File: config.mk
export PLATFORM = sky130hd
export DESIGN_NAME = loop_mode_regs
export DESIGN_NICKNAME = d
export VERILOG_FILES = /design/src/hdl/loop_mode_pkg.sv /design/src/hdl/loop_mode_regs.sv
export VERILOG_INCLUDE_DIRS = /design/src /design/src/hdl
export SDC_FILE = /design/constraint.sdc
export NUM_CORES = 1
export LEC_CHECK = 0
export BUFFER_PORTS_ARGS = -buffer_cell sky130_fd_sc_hd__buf_2
export CORE_MARGIN = 4
export CORE_UTILIZATION = 48
export DETAILED_ROUTE_END_ITERATION = 8
export GPL_TIMING_DRIVEN = 1
export MAX_ROUTING_LAYER = met4
export PLACE_DENSITY = 0.81
export SLEW_MARGIN = 10
export SYNTH_ARGS = -nofsm -noshare
export SYNTH_HDL_FRONTEND = slang
export SYNTH_SLANG_ARGS = --single-unit
export TNS_END_PERCENT = 5
File: constraint.sdc
create_clock -name hclk -period 2.4 [get_ports hclk]
set_clock_uncertainty 0.2 [all_clocks]
set_input_delay 0.6 -clock hclk [delete_from_list [all_inputs] [get_ports hclk]]
set_output_delay 0.6 -clock hclk [all_outputs]
set_load 0.005 [all_outputs]
File: src/hdl/loop_mode_params.svh
`ifndef LOOP_MODE_PARAMS_SVH
`define LOOP_MODE_PARAMS_SVH

// register indices as printed, byte address is four times the index
`define LM_IDX_CFG_ONE 4'h0
`define LM_IDX_CFG_TWO 4'h1
`define LM_IDX_MONITOR 4'h6
`define LM_IDX_LSB 2
`define LM_IDX_MSB 5

// reset values
`define LM_CFG_ONE_RESET 16'h0000
`define LM_CFG_TWO_RESET 16'h0000
`define LM_SCAN_RESET 16'h0000

// writable bits of configuration word two: bit 8 and bits 14..15 excluded
`define LM_CFG_TWO_WMASK 16'h3eff

// configuration word one fields
`define LM_C1_REQ_MANUAL 0
`define LM_C1_REQ_AUTO 1
`define LM_C1_REQ_CASCADE 2
`define LM_C1_BUMPLESS 3
`define LM_C1_REVERSE 4
`define LM_C1_VELOCITY 5
`define LM_C1_PV_SQRT 6
`define LM_C1_ERR_SQUARED 7
`define LM_C1_DEADBAND 8
`define LM_C1_DGAIN_LIMIT 9
`define LM_C1_BIAS_FREEZE 10
`define LM_C1_RAMP_SOAK 11
`define LM_C1_PV_ALARM 12
`define LM_C1_DEV_ALARM 13
`define LM_C1_ROC_ALARM 14
`define LM_C1_INDEPENDENT 15

// configuration word two fields
`define LM_C2_IN_BIPOLAR 0
`define LM_C2_IN_15BIT 1
`define LM_C2_FILTER 2
`define LM_C2_SP_LIMIT 3
`define LM_C2_MINUTES 4
`define LM_C2_TUNE_OPEN 5
`define LM_C2_TUNE_PI 6
`define LM_C2_TUNE_START 7
`define LM_C2_SCAN_CLK 8
`define LM_C2_IN_16BIT 9
`define LM_C2_SEPARATE 10
`define LM_C2_OUT_BIPOLAR 11
`define LM_C2_OUT_15BIT 12
`define LM_C2_OUT_16BIT 13

// monitoring word fields
`define LM_MON_MODE_LSB 0
`define LM_MON_LOW_LOW 3
`define LM_MON_LOW 4
`define LM_MON_HIGH 5
`define LM_MON_HIGH_HIGH 6
`define LM_MON_YELLOW 7
`define LM_MON_RED 8
`define LM_MON_ROC 9
`define LM_MON_PROG_ERR 10
`define LM_MON_OVERFLOW 11
`define LM_MON_TUNING 12
`define LM_MON_TUNE_ERR 13

// half period of the internal scan clock, in hclk cycles
`define LM_SCAN_HALF_CYCLES 16'h0010
`define LM_SCAN_ONE 16'h0001

// ahb-lite codes
`define LM_HTRANS_NONSEQ 2'h2
`define LM_HTRANS_SEQ 2'h3

`endif

File: src/hdl/loop_mode_pkg.sv
package loop_mode_pkg;

  // active loop mode, one-hot so the codes map straight onto the monitor bits
  typedef enum logic [2:0]
  {
    MODE_MANUAL = 3'h1,
    MODE_AUTO = 3'h2,
    MODE_CASCADE = 3'h4
  } loop_mode_t;

  typedef struct packed {
    logic [15:0] cfg_one;
    logic [15:0] cfg_two;
    loop_mode_t mode;
    logic tune_busy;
    logic tune_err;
    logic tune_pulse;
    logic [15:0] scan_cnt;
    logic scan_clk;
    logic dp_write;
    logic dp_sel;
    logic [3:0] dp_idx;
    logic [31:0] rdata;
  } lm_state_t;

endpackage

File: src/hdl/loop_mode_regs.sv
`include "loop_mode_params.svh"
// Behaviour
// - bumpless variant and direct/reverse action select
// - position or velocity output calculation select
// - square root pv, squared error options
// - error deadband and derivative gain limiting
// - bias integrator freeze when set
// - ramp/soak and pv level alarm enables
// - deviation and rate-of-change alarm enables
// - loop runs independent of controller mode
// - input/output polarity and 12/15-bit width
// - 16-bit select overrides polarity and width
// - separate select splits input and output formats
// - output 16-bit overrides output polarity/width
// - analog input filter and setpoint limiting
// - integral time units seconds or minutes
// - autotune options; start bit cleared when done
// - scan clock bit is read-only, internal
// - monitor shows active manual/auto/cascade mode
// - monitor reports pv level alarms
// - monitor reports deviation and rate alarms
// - monitor reports programming and overflow errors
// - monitor reports autotune busy and error
module loop_mode_regs
#(
  parameter logic [15:0] SCAN_HALF = `LM_SCAN_HALF_CYCLES
)
(
  input wire logic hclk,
  input wire logic hresetn,
  // ahb-lite slave
  input wire logic hsel,
  input wire logic [31:0] haddr,
  input wire logic [1:0] htrans,
  input wire logic hwrite,
  input wire logic [2:0] hsize,
  input wire logic hready,
  input wire logic [31:0] hwdata,
  output logic [31:0] hrdata,
  output logic hreadyout,
  output logic hresp,
  // controller and loop engine status
  input wire logic cpu_run,
  input wire logic pv_low_low,
  input wire logic pv_low,
  input wire logic pv_high,
  input wire logic pv_high_high,
  input wire logic dev_yellow,
  input wire logic dev_red,
  input wire logic rate_alarm,
  input wire logic alarm_prog_error,
  input wire logic calc_overflow,
  input wire logic tune_done,
  input wire logic tune_failed,
  // decoded configuration toward the loop engine
  output logic loop_mode_manual,
  output logic loop_mode_auto,
  output logic loop_mode_cascade,
  output logic loop_enable,
  output logic bumpless_second,
  output logic reverse_acting,
  output logic velocity_form,
  output logic pv_square_root,
  output logic error_squared,
  output logic deadband_en,
  output logic dgain_limit_en,
  output logic bias_freeze,
  output logic ramp_soak_en,
  output logic pv_alarm_en,
  output logic dev_alarm_en,
  output logic rate_alarm_en,
  output logic in_bipolar,
  output logic in_15bit,
  output logic in_16bit,
  output logic out_bipolar,
  output logic out_15bit,
  output logic out_16bit,
  output logic input_filter_en,
  output logic sp_limit_en,
  output logic reset_minutes,
  output logic tune_open_loop,
  output logic tune_pi_only,
  output logic tune_start,
  output logic scan_clock
);

  loop_mode_pkg::lm_state_t state_reg;
  loop_mode_pkg::lm_state_t state_next;
  logic [15:0] monitor_word;
  logic addr_take;

  // an address phase is taken only when the bus is ready and the transfer is real
  assign addr_take = hsel && hready && (htrans == `LM_HTRANS_NONSEQ || htrans == `LM_HTRANS_SEQ);

  // monitoring word assembled from live state
  always_comb
  begin
    monitor_word = 16'h0000;
    monitor_word[`LM_MON_MODE_LSB +: 3] = state_reg.mode;
    // level alarms, shown only while level monitoring is on
    monitor_word[`LM_MON_LOW_LOW] = pv_low_low && state_reg.cfg_one[`LM_C1_PV_ALARM];
    monitor_word[`LM_MON_LOW] = pv_low && state_reg.cfg_one[`LM_C1_PV_ALARM];
    monitor_word[`LM_MON_HIGH] = pv_high && state_reg.cfg_one[`LM_C1_PV_ALARM];
    monitor_word[`LM_MON_HIGH_HIGH] = pv_high_high && state_reg.cfg_one[`LM_C1_PV_ALARM];
    // deviation and rate alarms gated by their enables
    monitor_word[`LM_MON_YELLOW] = dev_yellow && state_reg.cfg_one[`LM_C1_DEV_ALARM];
    monitor_word[`LM_MON_RED] = dev_red && state_reg.cfg_one[`LM_C1_DEV_ALARM];
    monitor_word[`LM_MON_ROC] = rate_alarm && state_reg.cfg_one[`LM_C1_ROC_ALARM];
    monitor_word[`LM_MON_PROG_ERR] = alarm_prog_error;
    monitor_word[`LM_MON_OVERFLOW] = calc_overflow;
    monitor_word[`LM_MON_TUNING] = state_reg.tune_busy;
    monitor_word[`LM_MON_TUNE_ERR] = state_reg.tune_err;
  end

  // next state: engine events first, then the bus write, so a write wins a tie
  always_comb
  begin
    state_next = state_reg;
    state_next.tune_pulse = 1'b0;
    // a pending request moves the loop mode, manual taking priority
    if (state_reg.cfg_one[`LM_C1_REQ_MANUAL])
      state_next.mode = loop_mode_pkg::MODE_MANUAL;
    else if (state_reg.cfg_one[`LM_C1_REQ_AUTO])
      state_next.mode = loop_mode_pkg::MODE_AUTO;
    else if (state_reg.cfg_one[`LM_C1_REQ_CASCADE])
      state_next.mode = loop_mode_pkg::MODE_CASCADE;
    // requests are consumed one cycle after they land
    state_next.cfg_one[`LM_C1_REQ_CASCADE:`LM_C1_REQ_MANUAL] = 3'h0;
    // end of tuning returns the start bit to zero
    if (tune_done && state_reg.tune_busy)
    begin
      state_next.cfg_two[`LM_C2_TUNE_START] = 1'b0;
      state_next.tune_busy = 1'b0;
      state_next.tune_err = tune_failed;
    end
    // internal scan clock divider, not writable from the bus
    if (state_reg.scan_cnt >= SCAN_HALF - `LM_SCAN_ONE)
    begin
      state_next.scan_cnt = `LM_SCAN_RESET;
      state_next.scan_clk = ~state_reg.scan_clk;
    end
    else
    begin
      state_next.scan_cnt = state_reg.scan_cnt + `LM_SCAN_ONE;
    end
    // bus data phase write
    if (state_reg.dp_sel && state_reg.dp_write)
    begin
      unique case (state_reg.dp_idx)
        `LM_IDX_CFG_ONE:
        begin
          state_next.cfg_one = hwdata[15:0];
        end
        `LM_IDX_CFG_TWO:
        begin
          // reserved and read-only bits keep their value
          state_next.cfg_two = (hwdata[15:0] & `LM_CFG_TWO_WMASK)
                             | (state_next.cfg_two & ~`LM_CFG_TWO_WMASK);
          // a fresh start launches tuning and clears an old error
          if (hwdata[`LM_C2_TUNE_START] && !state_reg.tune_busy)
          begin
            state_next.tune_busy = 1'b1;
            state_next.tune_err = 1'b0;
            state_next.tune_pulse = 1'b1;
          end
          else if (hwdata[`LM_C2_TUNE_START])
          begin
            // a rewrite while tuning keeps the bit set and the run going
            state_next.tune_busy = 1'b1;
          end
        end
        default:
        begin
          // monitor and unmapped words ignore writes
        end
      endcase
    end
    // bit 8 always mirrors the scan clock
    state_next.cfg_two[`LM_C2_SCAN_CLK] = state_next.scan_clk;
    // address phase bookkeeping
    state_next.dp_sel = addr_take;
    state_next.dp_write = hwrite;
    state_next.dp_idx = haddr[`LM_IDX_MSB:`LM_IDX_LSB];
    // read data captured from the post-write view, so back-to-back reads see writes
    state_next.rdata = 32'h0000_0000;
    if (addr_take && !hwrite && haddr[31:`LM_IDX_MSB + 1] == '0)
    begin
      unique case (haddr[`LM_IDX_MSB:`LM_IDX_LSB])
        `LM_IDX_CFG_ONE: state_next.rdata = {16'h0000, state_next.cfg_one};
        `LM_IDX_CFG_TWO: state_next.rdata = {16'h0000, state_next.cfg_two};
        // reserved monitor bits are never set
        `LM_IDX_MONITOR: state_next.rdata = {16'h0000, monitor_word};
        default: state_next.rdata = 32'h0000_0000;
      endcase
    end
  end

  // single state register
  always_ff @(posedge hclk or negedge hresetn)
  begin
    if (!hresetn)
    begin
      state_reg.cfg_one <= `LM_CFG_ONE_RESET;
      state_reg.cfg_two <= `LM_CFG_TWO_RESET;
      state_reg.mode <= loop_mode_pkg::MODE_MANUAL;
      state_reg.tune_busy <= 1'b0;
      state_reg.tune_err <= 1'b0;
      state_reg.tune_pulse <= 1'b0;
      state_reg.scan_cnt <= `LM_SCAN_RESET;
      state_reg.scan_clk <= 1'b0;
      state_reg.dp_write <= 1'b0;
      state_reg.dp_sel <= 1'b0;
      state_reg.dp_idx <= 4'h0;
      state_reg.rdata <= 32'h0000_0000;
    end
    else
    begin
      state_reg <= state_next;
    end
  end

  // bus answers: zero wait states, always okay
  assign hrdata = state_reg.rdata;
  assign hreadyout = 1'b1;
  assign hresp = 1'b0;

  // mode and run control
  assign loop_mode_manual = state_reg.mode == loop_mode_pkg::MODE_MANUAL;
  assign loop_mode_auto = state_reg.mode == loop_mode_pkg::MODE_AUTO;
  assign loop_mode_cascade = state_reg.mode == loop_mode_pkg::MODE_CASCADE;
  // independent loops ignore the controller run state
  assign loop_enable = state_reg.cfg_one[`LM_C1_INDEPENDENT] || cpu_run;

  assign bumpless_second = state_reg.cfg_one[`LM_C1_BUMPLESS];
  assign reverse_acting = state_reg.cfg_one[`LM_C1_REVERSE];
  assign velocity_form = state_reg.cfg_one[`LM_C1_VELOCITY];
  assign pv_square_root = state_reg.cfg_one[`LM_C1_PV_SQRT];
  assign error_squared = state_reg.cfg_one[`LM_C1_ERR_SQUARED];
  assign deadband_en = state_reg.cfg_one[`LM_C1_DEADBAND];
  assign dgain_limit_en = state_reg.cfg_one[`LM_C1_DGAIN_LIMIT];
  assign bias_freeze = state_reg.cfg_one[`LM_C1_BIAS_FREEZE];
  assign ramp_soak_en = state_reg.cfg_one[`LM_C1_RAMP_SOAK];
  assign pv_alarm_en = state_reg.cfg_one[`LM_C1_PV_ALARM];
  assign dev_alarm_en = state_reg.cfg_one[`LM_C1_DEV_ALARM];
  assign rate_alarm_en = state_reg.cfg_one[`LM_C1_ROC_ALARM];

  // input format: the 16-bit select forces unipolar and hides the width bit
  assign in_16bit = state_reg.cfg_two[`LM_C2_IN_16BIT];
  assign in_bipolar = state_reg.cfg_two[`LM_C2_IN_BIPOLAR] && !in_16bit;
  assign in_15bit = state_reg.cfg_two[`LM_C2_IN_15BIT] && !in_16bit;

  // output format follows the input unless separate formats are chosen
  always_comb
  begin
    if (!state_reg.cfg_two[`LM_C2_SEPARATE])
    begin
      out_16bit = in_16bit;
      out_bipolar = in_bipolar;
      out_15bit = in_15bit;
    end
    else
    begin
      out_16bit = state_reg.cfg_two[`LM_C2_OUT_16BIT];
      out_bipolar = state_reg.cfg_two[`LM_C2_OUT_BIPOLAR] && !out_16bit;
      out_15bit = state_reg.cfg_two[`LM_C2_OUT_15BIT] && !out_16bit;
    end
  end

  assign input_filter_en = state_reg.cfg_two[`LM_C2_FILTER];
  assign sp_limit_en = state_reg.cfg_two[`LM_C2_SP_LIMIT];
  assign reset_minutes = state_reg.cfg_two[`LM_C2_MINUTES];
  assign tune_open_loop = state_reg.cfg_two[`LM_C2_TUNE_OPEN];
  assign tune_pi_only = state_reg.cfg_two[`LM_C2_TUNE_PI];
  assign tune_start = state_reg.tune_pulse;
  assign scan_clock = state_reg.scan_clk;

endmodule

==> results.yml, run 1 <==
status:
  status: "finished clean"
finish:
  fillers: 637
  regArea_mm2: 0.001853
  n_antenna_cell: 0
  syn2layout_area_growth_pct: 21.47
  nNetsFinal: 540
  multi_input_area_mm2: 0.001374
  fin_area_mm2: 0.004198
  drive_gt1_share_pct: 32.75
  largest_register_ffs: 34
floorplanning:
  core-area_mm2: 0.006907
  start_util_pct: 50.04
  die_h_um: 92.85
  ios: 149
  die_w_um: 92.85
  die_area_mm2: 0.008621
  num_rows: 30
cts:
  clk_path_buf_depth: 2
  ctsHoldBuffers: 0
  cts_made_buffers: 9
  post-cts-setup-buffer-count: 0
  clock-sinks: 74
  root_buffer: "clkbuf_8"
  clock_latency_ns: 0.36
  h-tree-depth: 3
  clk_pin_slew_worst_paths_ns: 0.08
  cts_tree: "done"
  post_cts_resized: 0
placed_design:
  place_area_mm2: 0.004013
  port-buffer-count: 108
  dp_hpwl_um: 6296
  dp_slack_ns: 0.1696
  gp_congestion: 0.8313
global_route:
  grt_pass1_vias: 2797
  grt-busiest-layer: "met2"
  grt_start_max_net_pins: 75
  grt_pass1_wl_um: 13480
  use_met3_pct: 4.224
  groute.usage.overall_pct: 20.72
  overflow: 0
  antenna_found_initial: 0
  use_met2_pct: 33.17
  grtUsageMet1_pct: 26.76
pwr:
  seq_power_share_pct: 53.3
  comb_power_share_pct: 11.7
  p_leak_nw: 2.027
  p_int_mw: 1.855
  swShare_pct: 28.63
  power_density_mw_per_mm2: 619.0
  p_sw_mw: 0.7438
  ir_drop_mv: 0.3783
  clock_power_share_pct: 35.0
sta:
  hold_viol: 0
  rsz0062_at_grt: "no"
  period_share_pct: 85.71
  setup_violations: 0
  fin_ws_ns: 0.3430
  tns_ns: 0
  worstMarginPinSlew_ns: 0.5085
  hold_slack_ns: 0.04532
  slew_viol_final: 0
  period_needed_ns: 2.057
  maxSlewHeadroom_pct: 66.10
  max_freq_mhz: 486.1
yosys:
  syn_area_mm2: 0.003456
  syn_inst: 340
  ys_types: 49
  synthFlopType: "dfrtp_1"
  syn_area_per_cell_um2: 10.16
  ys_ff_latch: 74
  synthTopCellsByArea: "dfrtp_1 (53%), buf_4 (7.6%), nand2_1 (5.6%)"
  netlist.area_leader.share_pct: 52.86
  synthArstFlopShare_pct: 100.0
  synth_top_cell_by_area: "dfrtp_1"
  synth_warnings: 0
  ys_seq_area_share_pct: 53.62
  synth_edf_count: 0
flow_run:
  drv_cap: 0
drt:
  dr.pass1.iters: 4
  route.final.wire_length_um: 8453
  drt.antenna.violating_nets: 0
  vias_per_cell: 5.209
  drc: 0
  wl_per_cell_um: 15.26
  drtIter0Drc: 131
  vias: 2886
hold_path:
  hold_class: "in2async"
critical_path:
  crit_path_start_kind: "register"
  end_kind: "output port"
  crit_required_ns: 1.60
  cp.arrival_ns: 1.26
  worst-setup-path-type: "reg2out"
  worstPathMaxFanout: 5
-- layout make-up --
| class | count | area share, % |
|---|---|---|
| clock buffers | 9 | 2.951 |
| clock inverters | 7 | 1.461 |
| inverters | 4 | 0.3577 |
| multi-input cells | 243 | 32.73 |
| flip-flops and latches | 74 | 44.14 |
| well taps | 96 | 2.861 |
| repair buffers | 121 | 15.50 |
-- stage by stage --
step	instances	utilization [%]	total power, mW
6_report	554	60.78	2.598
5_1_grt	554	60.78	2.721
4_1_cts	554	60.78	2.614
3_5_place_dp	538	58.10	1.713
3_3_place_gp	538	58.10	1.700
2_1_floorplan	368	-	1.540
-- synth_stat cells, drive strengths merged (2+ instances only) --
cell type	number
and2	2
mux2	4
inv	4
dfrtp	73
nor3	5
mux2i	2
o211ai	5
nor2b	2
and4bb	2
a22o	2
nor3b	3
a32o	3
nand4	8
xor2	2
or2	2
conb	2
o21a	8
o21ai	21
a21oi	15
nor4	10
clkbuf	8
nor2	14
and3	9
o31a	6
buf	39
nand3	24
nand2	52
-- path summary, 6_finish.rpt --
check                                startpoint                to  slack [ns]  cells after the start
worst max register to register    state_reg[35]         hrdata[7]        0.40                      4
worst max-delay path            monitor_word[0]  loop_mode_manual        0.34                      2
max in group asynchronous               hresetn   monitor_word[0]        1.62                      2
min in group hclk                        hwrite     state_reg[37]        0.16                      1
worst min-delay path                    hresetn     state_reg[40]        0.05                      2
worst min register to register    state_reg[77]   monitor_word[2]        0.27                      1
-- layer usage --
metal	wire length, µm	share of wire (%)
met1	3633	43
met2	4000	47
met3	686	8.1
met4	132	1.6
met5	0	0
-- cells by family after synthesis --
logic type	count (synthesis)	synth area share, %
adder cells (fa/ha/maj)	1	0.3620
AO/OA/AOI/OAI	63	11.62
AND/OR/NAND/NOR	140	21.87
XOR/XNOR	3	0.7605
flip-flops	74	53.62
other	2	0.2173
buffers and inverters	51	9.667
multiplexers	6	1.883
-- critical path: stages, from the launching register on --
cell and delay [ns]:
dfstp_2 0.57, nor3b_1 0.19, buf_2 0.14
-- cells in the final DEF (no fill, tap or decap), types with 2 or more instances in the layout --
| cell type | netlist | routed |
|---|---|---|
| buf_2 | 2 | 108 |
| dfrtp_1 | 73 | 73 |
| nand2_1 | 52 | 52 |
| conb_1 | 2 | 30 |
| nand3_1 | 24 | 24 |
| o21ai_0 | 20 | 20 |
| a21oi_1 | 15 | 15 |
| nor2_1 | 14 | 14 |
| buf_4 | 35 | 12 |
| and3_1 | 9 | 9 |
| nor4_1 | 9 | 9 |
| clkbuf_8 | 0 | 9 |
| nand4_1 | 8 | 8 |
| o21a_1 | 8 | 8 |
| o31a_1 | 6 | 6 |
| o211ai_1 | 5 | 5 |
| inv_1 | 4 | 4 |
| mux2_2 | 4 | 4 |
| nor3_1 | 3 | 3 |
| a32o_1 | 3 | 3 |
| nor3b_1 | 3 | 3 |
| and4bb_2 | 2 | 2 |
| xor2_1 | 2 | 2 |
| mux2i_1 | 2 | 2 |
| and2_1 | 2 | 2 |
| nor2b_1 | 2 | 2 |
| a22o_1 | 2 | 2 |
| clkinvlp_4 | 0 | 2 |
| inv_6 | 0 | 2 |
| clkinv_4 | 0 | 2 |
-- power by group through the flow --
stage / logic (mW) / clock network, mW / registers [mW]
floorplan: 0.146 / 0 / 1.39
global placement: 0.297 / 0 / 1.40
detailed placement: 0.306 / 0 / 1.41
CTS: 0.307 / 0.925 / 1.38
global route: 0.343 / 0.985 / 1.39
finish: 0.305 / 0.910 / 1.38
No activity file was read; power rests on OpenSTA's default activity.
==> run 2: changes to the inputs <==
Settings changed: BUFFER_PORTS_ARGS -buffer_cell sky130_fd_sc_hd__buf_2 to not set, CORE_UTILIZATION 48 to 55, DONT_BUFFER_PORTS set to 1, PLACE_DENSITY 0.81 to 0.7.
==> run 2 against run 1 <==
The flow now finishes with violations (negative hold slack). Register-to-register slack about the same. Flip-flop and latch count unchanged. Global-route usage up 0.90 points. Cell area down 15%. Maximum frequency up 3.1%. Critical path depth up 2. Wire length down 7.1%. Sequential share of layout area up 7.8 points. Critical path type is now reg2reg. Critical endpoint is now hrdata[7]. Largest cell class unchanged.
==> results.yml, run 2 (synthesis results as in run 1) <==
status:
  status: "finished with violations"
  violations: "negative hold slack"
pwr:
  p_leak_nw: 1.552
  ir_drop_mv: 0.3549
  clock_power_share_pct: 34.9
  seq_power_share_pct: 58.8
  power_density_mw_per_mm2: 667.3
  p_sw_mw: 0.6223
  p_int_mw: 1.757
  comb_power_share_pct: 6.3
  swShare_pct: 26.15
finish:
  nNetsFinal: 427
  syn2layout_area_growth_pct: 3.186
  final_common_cell: "dfrtp_1"
  mostFrequentLayoutCells: "dfrtp_1 (73), nand2_1 (52), conb_1 (30)"
  regArea_mm2: 0.001853
  largest_register_ffs: 34
  drive_gt1_share_pct: 10.72
  multi_input_area_mm2: 0.001374
  fillers: 534
  n_antenna_cell: 0
critical_path:
  worstPathMaxFanout: 17
  regToRegEndpoint: "hrdata[7]"
  worstPathCellList: "or2_1 -> nor2_1 -> o31ai_1 -> o31a_1"
  worst-setup-path-type: "reg2reg"
  endpoint: "hrdata[7]"
  crit_path_start_kind: "register"
  worst-path-stages: 4
  worstReg2RegStart: "state_reg[35]"
  cpMaxStageDelayCell: "nor2_1"
  reg2regPathDepth: 4
  r2r_setup_slack_ns: 0.41
  crit_start: "state_reg[35]"
  cp_top_family: "simple AND/OR/NAND/NOR gates"
  cp.arrival_ns: 2.02
  cpPeakStageDelay_ns: 0.43
  crit_required_ns: 2.43
  critical_path_buf_inv_count: 0
  end_kind: "register"
cts:
  cts_tree: "done"
  cts_made_buffers: 9
  post-cts-setup-buffer-count: 0
  clk_path_buf_depth: 2
  clk_pin_slew_worst_paths_ns: 0.08
  root_buffer: "clkbuf_8"
  clock_latency_ns: 0.35
  post_cts_resized: 0
  h-tree-depth: 3
  clock-sinks: 74
drt:
  drt.antenna.violating_nets: 0
  route.final.wire_length_um: 7851
  vias_per_cell: 5.776
  wl_per_cell_um: 18.69
  drc: 0
  vias: 2426
  dr.pass1.iters: 4
  drtIter0Drc: 95
sta:
  tns_ns: 0
  hold_viol: 74
  period_needed_ns: 1.995
  worstMarginPinSlew_ns: 0.5014
  max_freq_mhz: 501.3
  fin_ws_ns: 0.4054
  setup_violations: 0
  hold_slack_ns: -0.2593
  rsz0062_at_grt: "no"
  period_share_pct: 83.11
  slew_viol_final: 0
  maxSlewHeadroom_pct: 66.57
global_route:
  antenna_found_initial: 0
  grt_pass1_vias: 2407
  grt_start_max_net_pins: 75
  grt_pass1_wl_um: 12050
  groute.usage.overall_pct: 21.62
  overflow: 0
placed_design:
  port-buffer-count: 0
  dp_slack_ns: 0.3018
  gp_congestion: 0.8369
  dp_hpwl_um: 5764
floorplanning:
  die_h_um: 87.27
  core-area_mm2: 0.006026
  start_util_pct: 57.35
  die_w_um: 87.27
  die_area_mm2: 0.007615
  ios: 149
  num_rows: 28
flow_run:
  drv_cap: 0
hold_path:
  hold_class: "in2async"
-- run 2: layout make-up --
| cell class | instances | area share [%] |
|---|---|---|
| Sequential cell | 74 | 51.96 |
| Multi-Input combinational cell | 243 | 38.53 |
| Clock buffer | 9 | 3.474 |
| Tap cell | 75 | 2.632 |
| Timing Repair Buffer | 8 | 1.684 |
| Clock inverter | 7 | 1.298 |
| Inverter | 4 | 0.4211 |
-- run 2: through the flow --
step / area [µm²] / utilization, % / hold WS (ns) / power, mW / instances
after floorplan: 3561 / - / 0.1044 / 1.540 / 368
after global placement: 3396 / 56.35 / 0.1066 / 1.564 / 404
after detailed placement: 3396 / 56.35 / 0.1069 / 1.573 / 404
after CTS: 3566 / 59.18 / -0.2753 / 2.402 / 420
after global routing: 3566 / 59.18 / -0.2881 / 2.495 / 420
final: 3566 / 59.18 / -0.2593 / 2.380 / 420
-- run 2: metal layers --
layer  GRT usage (%)  wire length [µm]
met5               -                 0
met4           8.508               187
met3           7.285               752
met2           31.23              3686
met1           28.15              3224
-- run 2: worst min-delay path by stage --
stage | depth (start not counted) | slack (ns) | end | startpoint
3_5_place_dp | 0 | 0.11 | monitor_word[2] | hresetn
6_report | 0 | -0.26 | ramp_soak_en | hresetn
3_3_place_gp | 0 | 0.11 | monitor_word[2] | hresetn
5_1_grt | 0 | -0.29 | ramp_soak_en | hresetn
4_1_cts | 0 | -0.28 | ramp_soak_en | hresetn
2_1_floorplan | 0 | 0.10 | bias_freeze | hresetn
-- run 2: power groups by stage --
stage / combinational [mW] / sequential (mW) / clock, mW
after floorplan: 0.146 / 1.39 / 0
after global routing: 0.171 / 1.41 / 0.914
after detailed placement: 0.149 / 1.42 / 0
after global placement: 0.143 / 1.42 / 0
final: 0.150 / 1.40 / 0.830
after CTS: 0.149 / 1.40 / 0.853
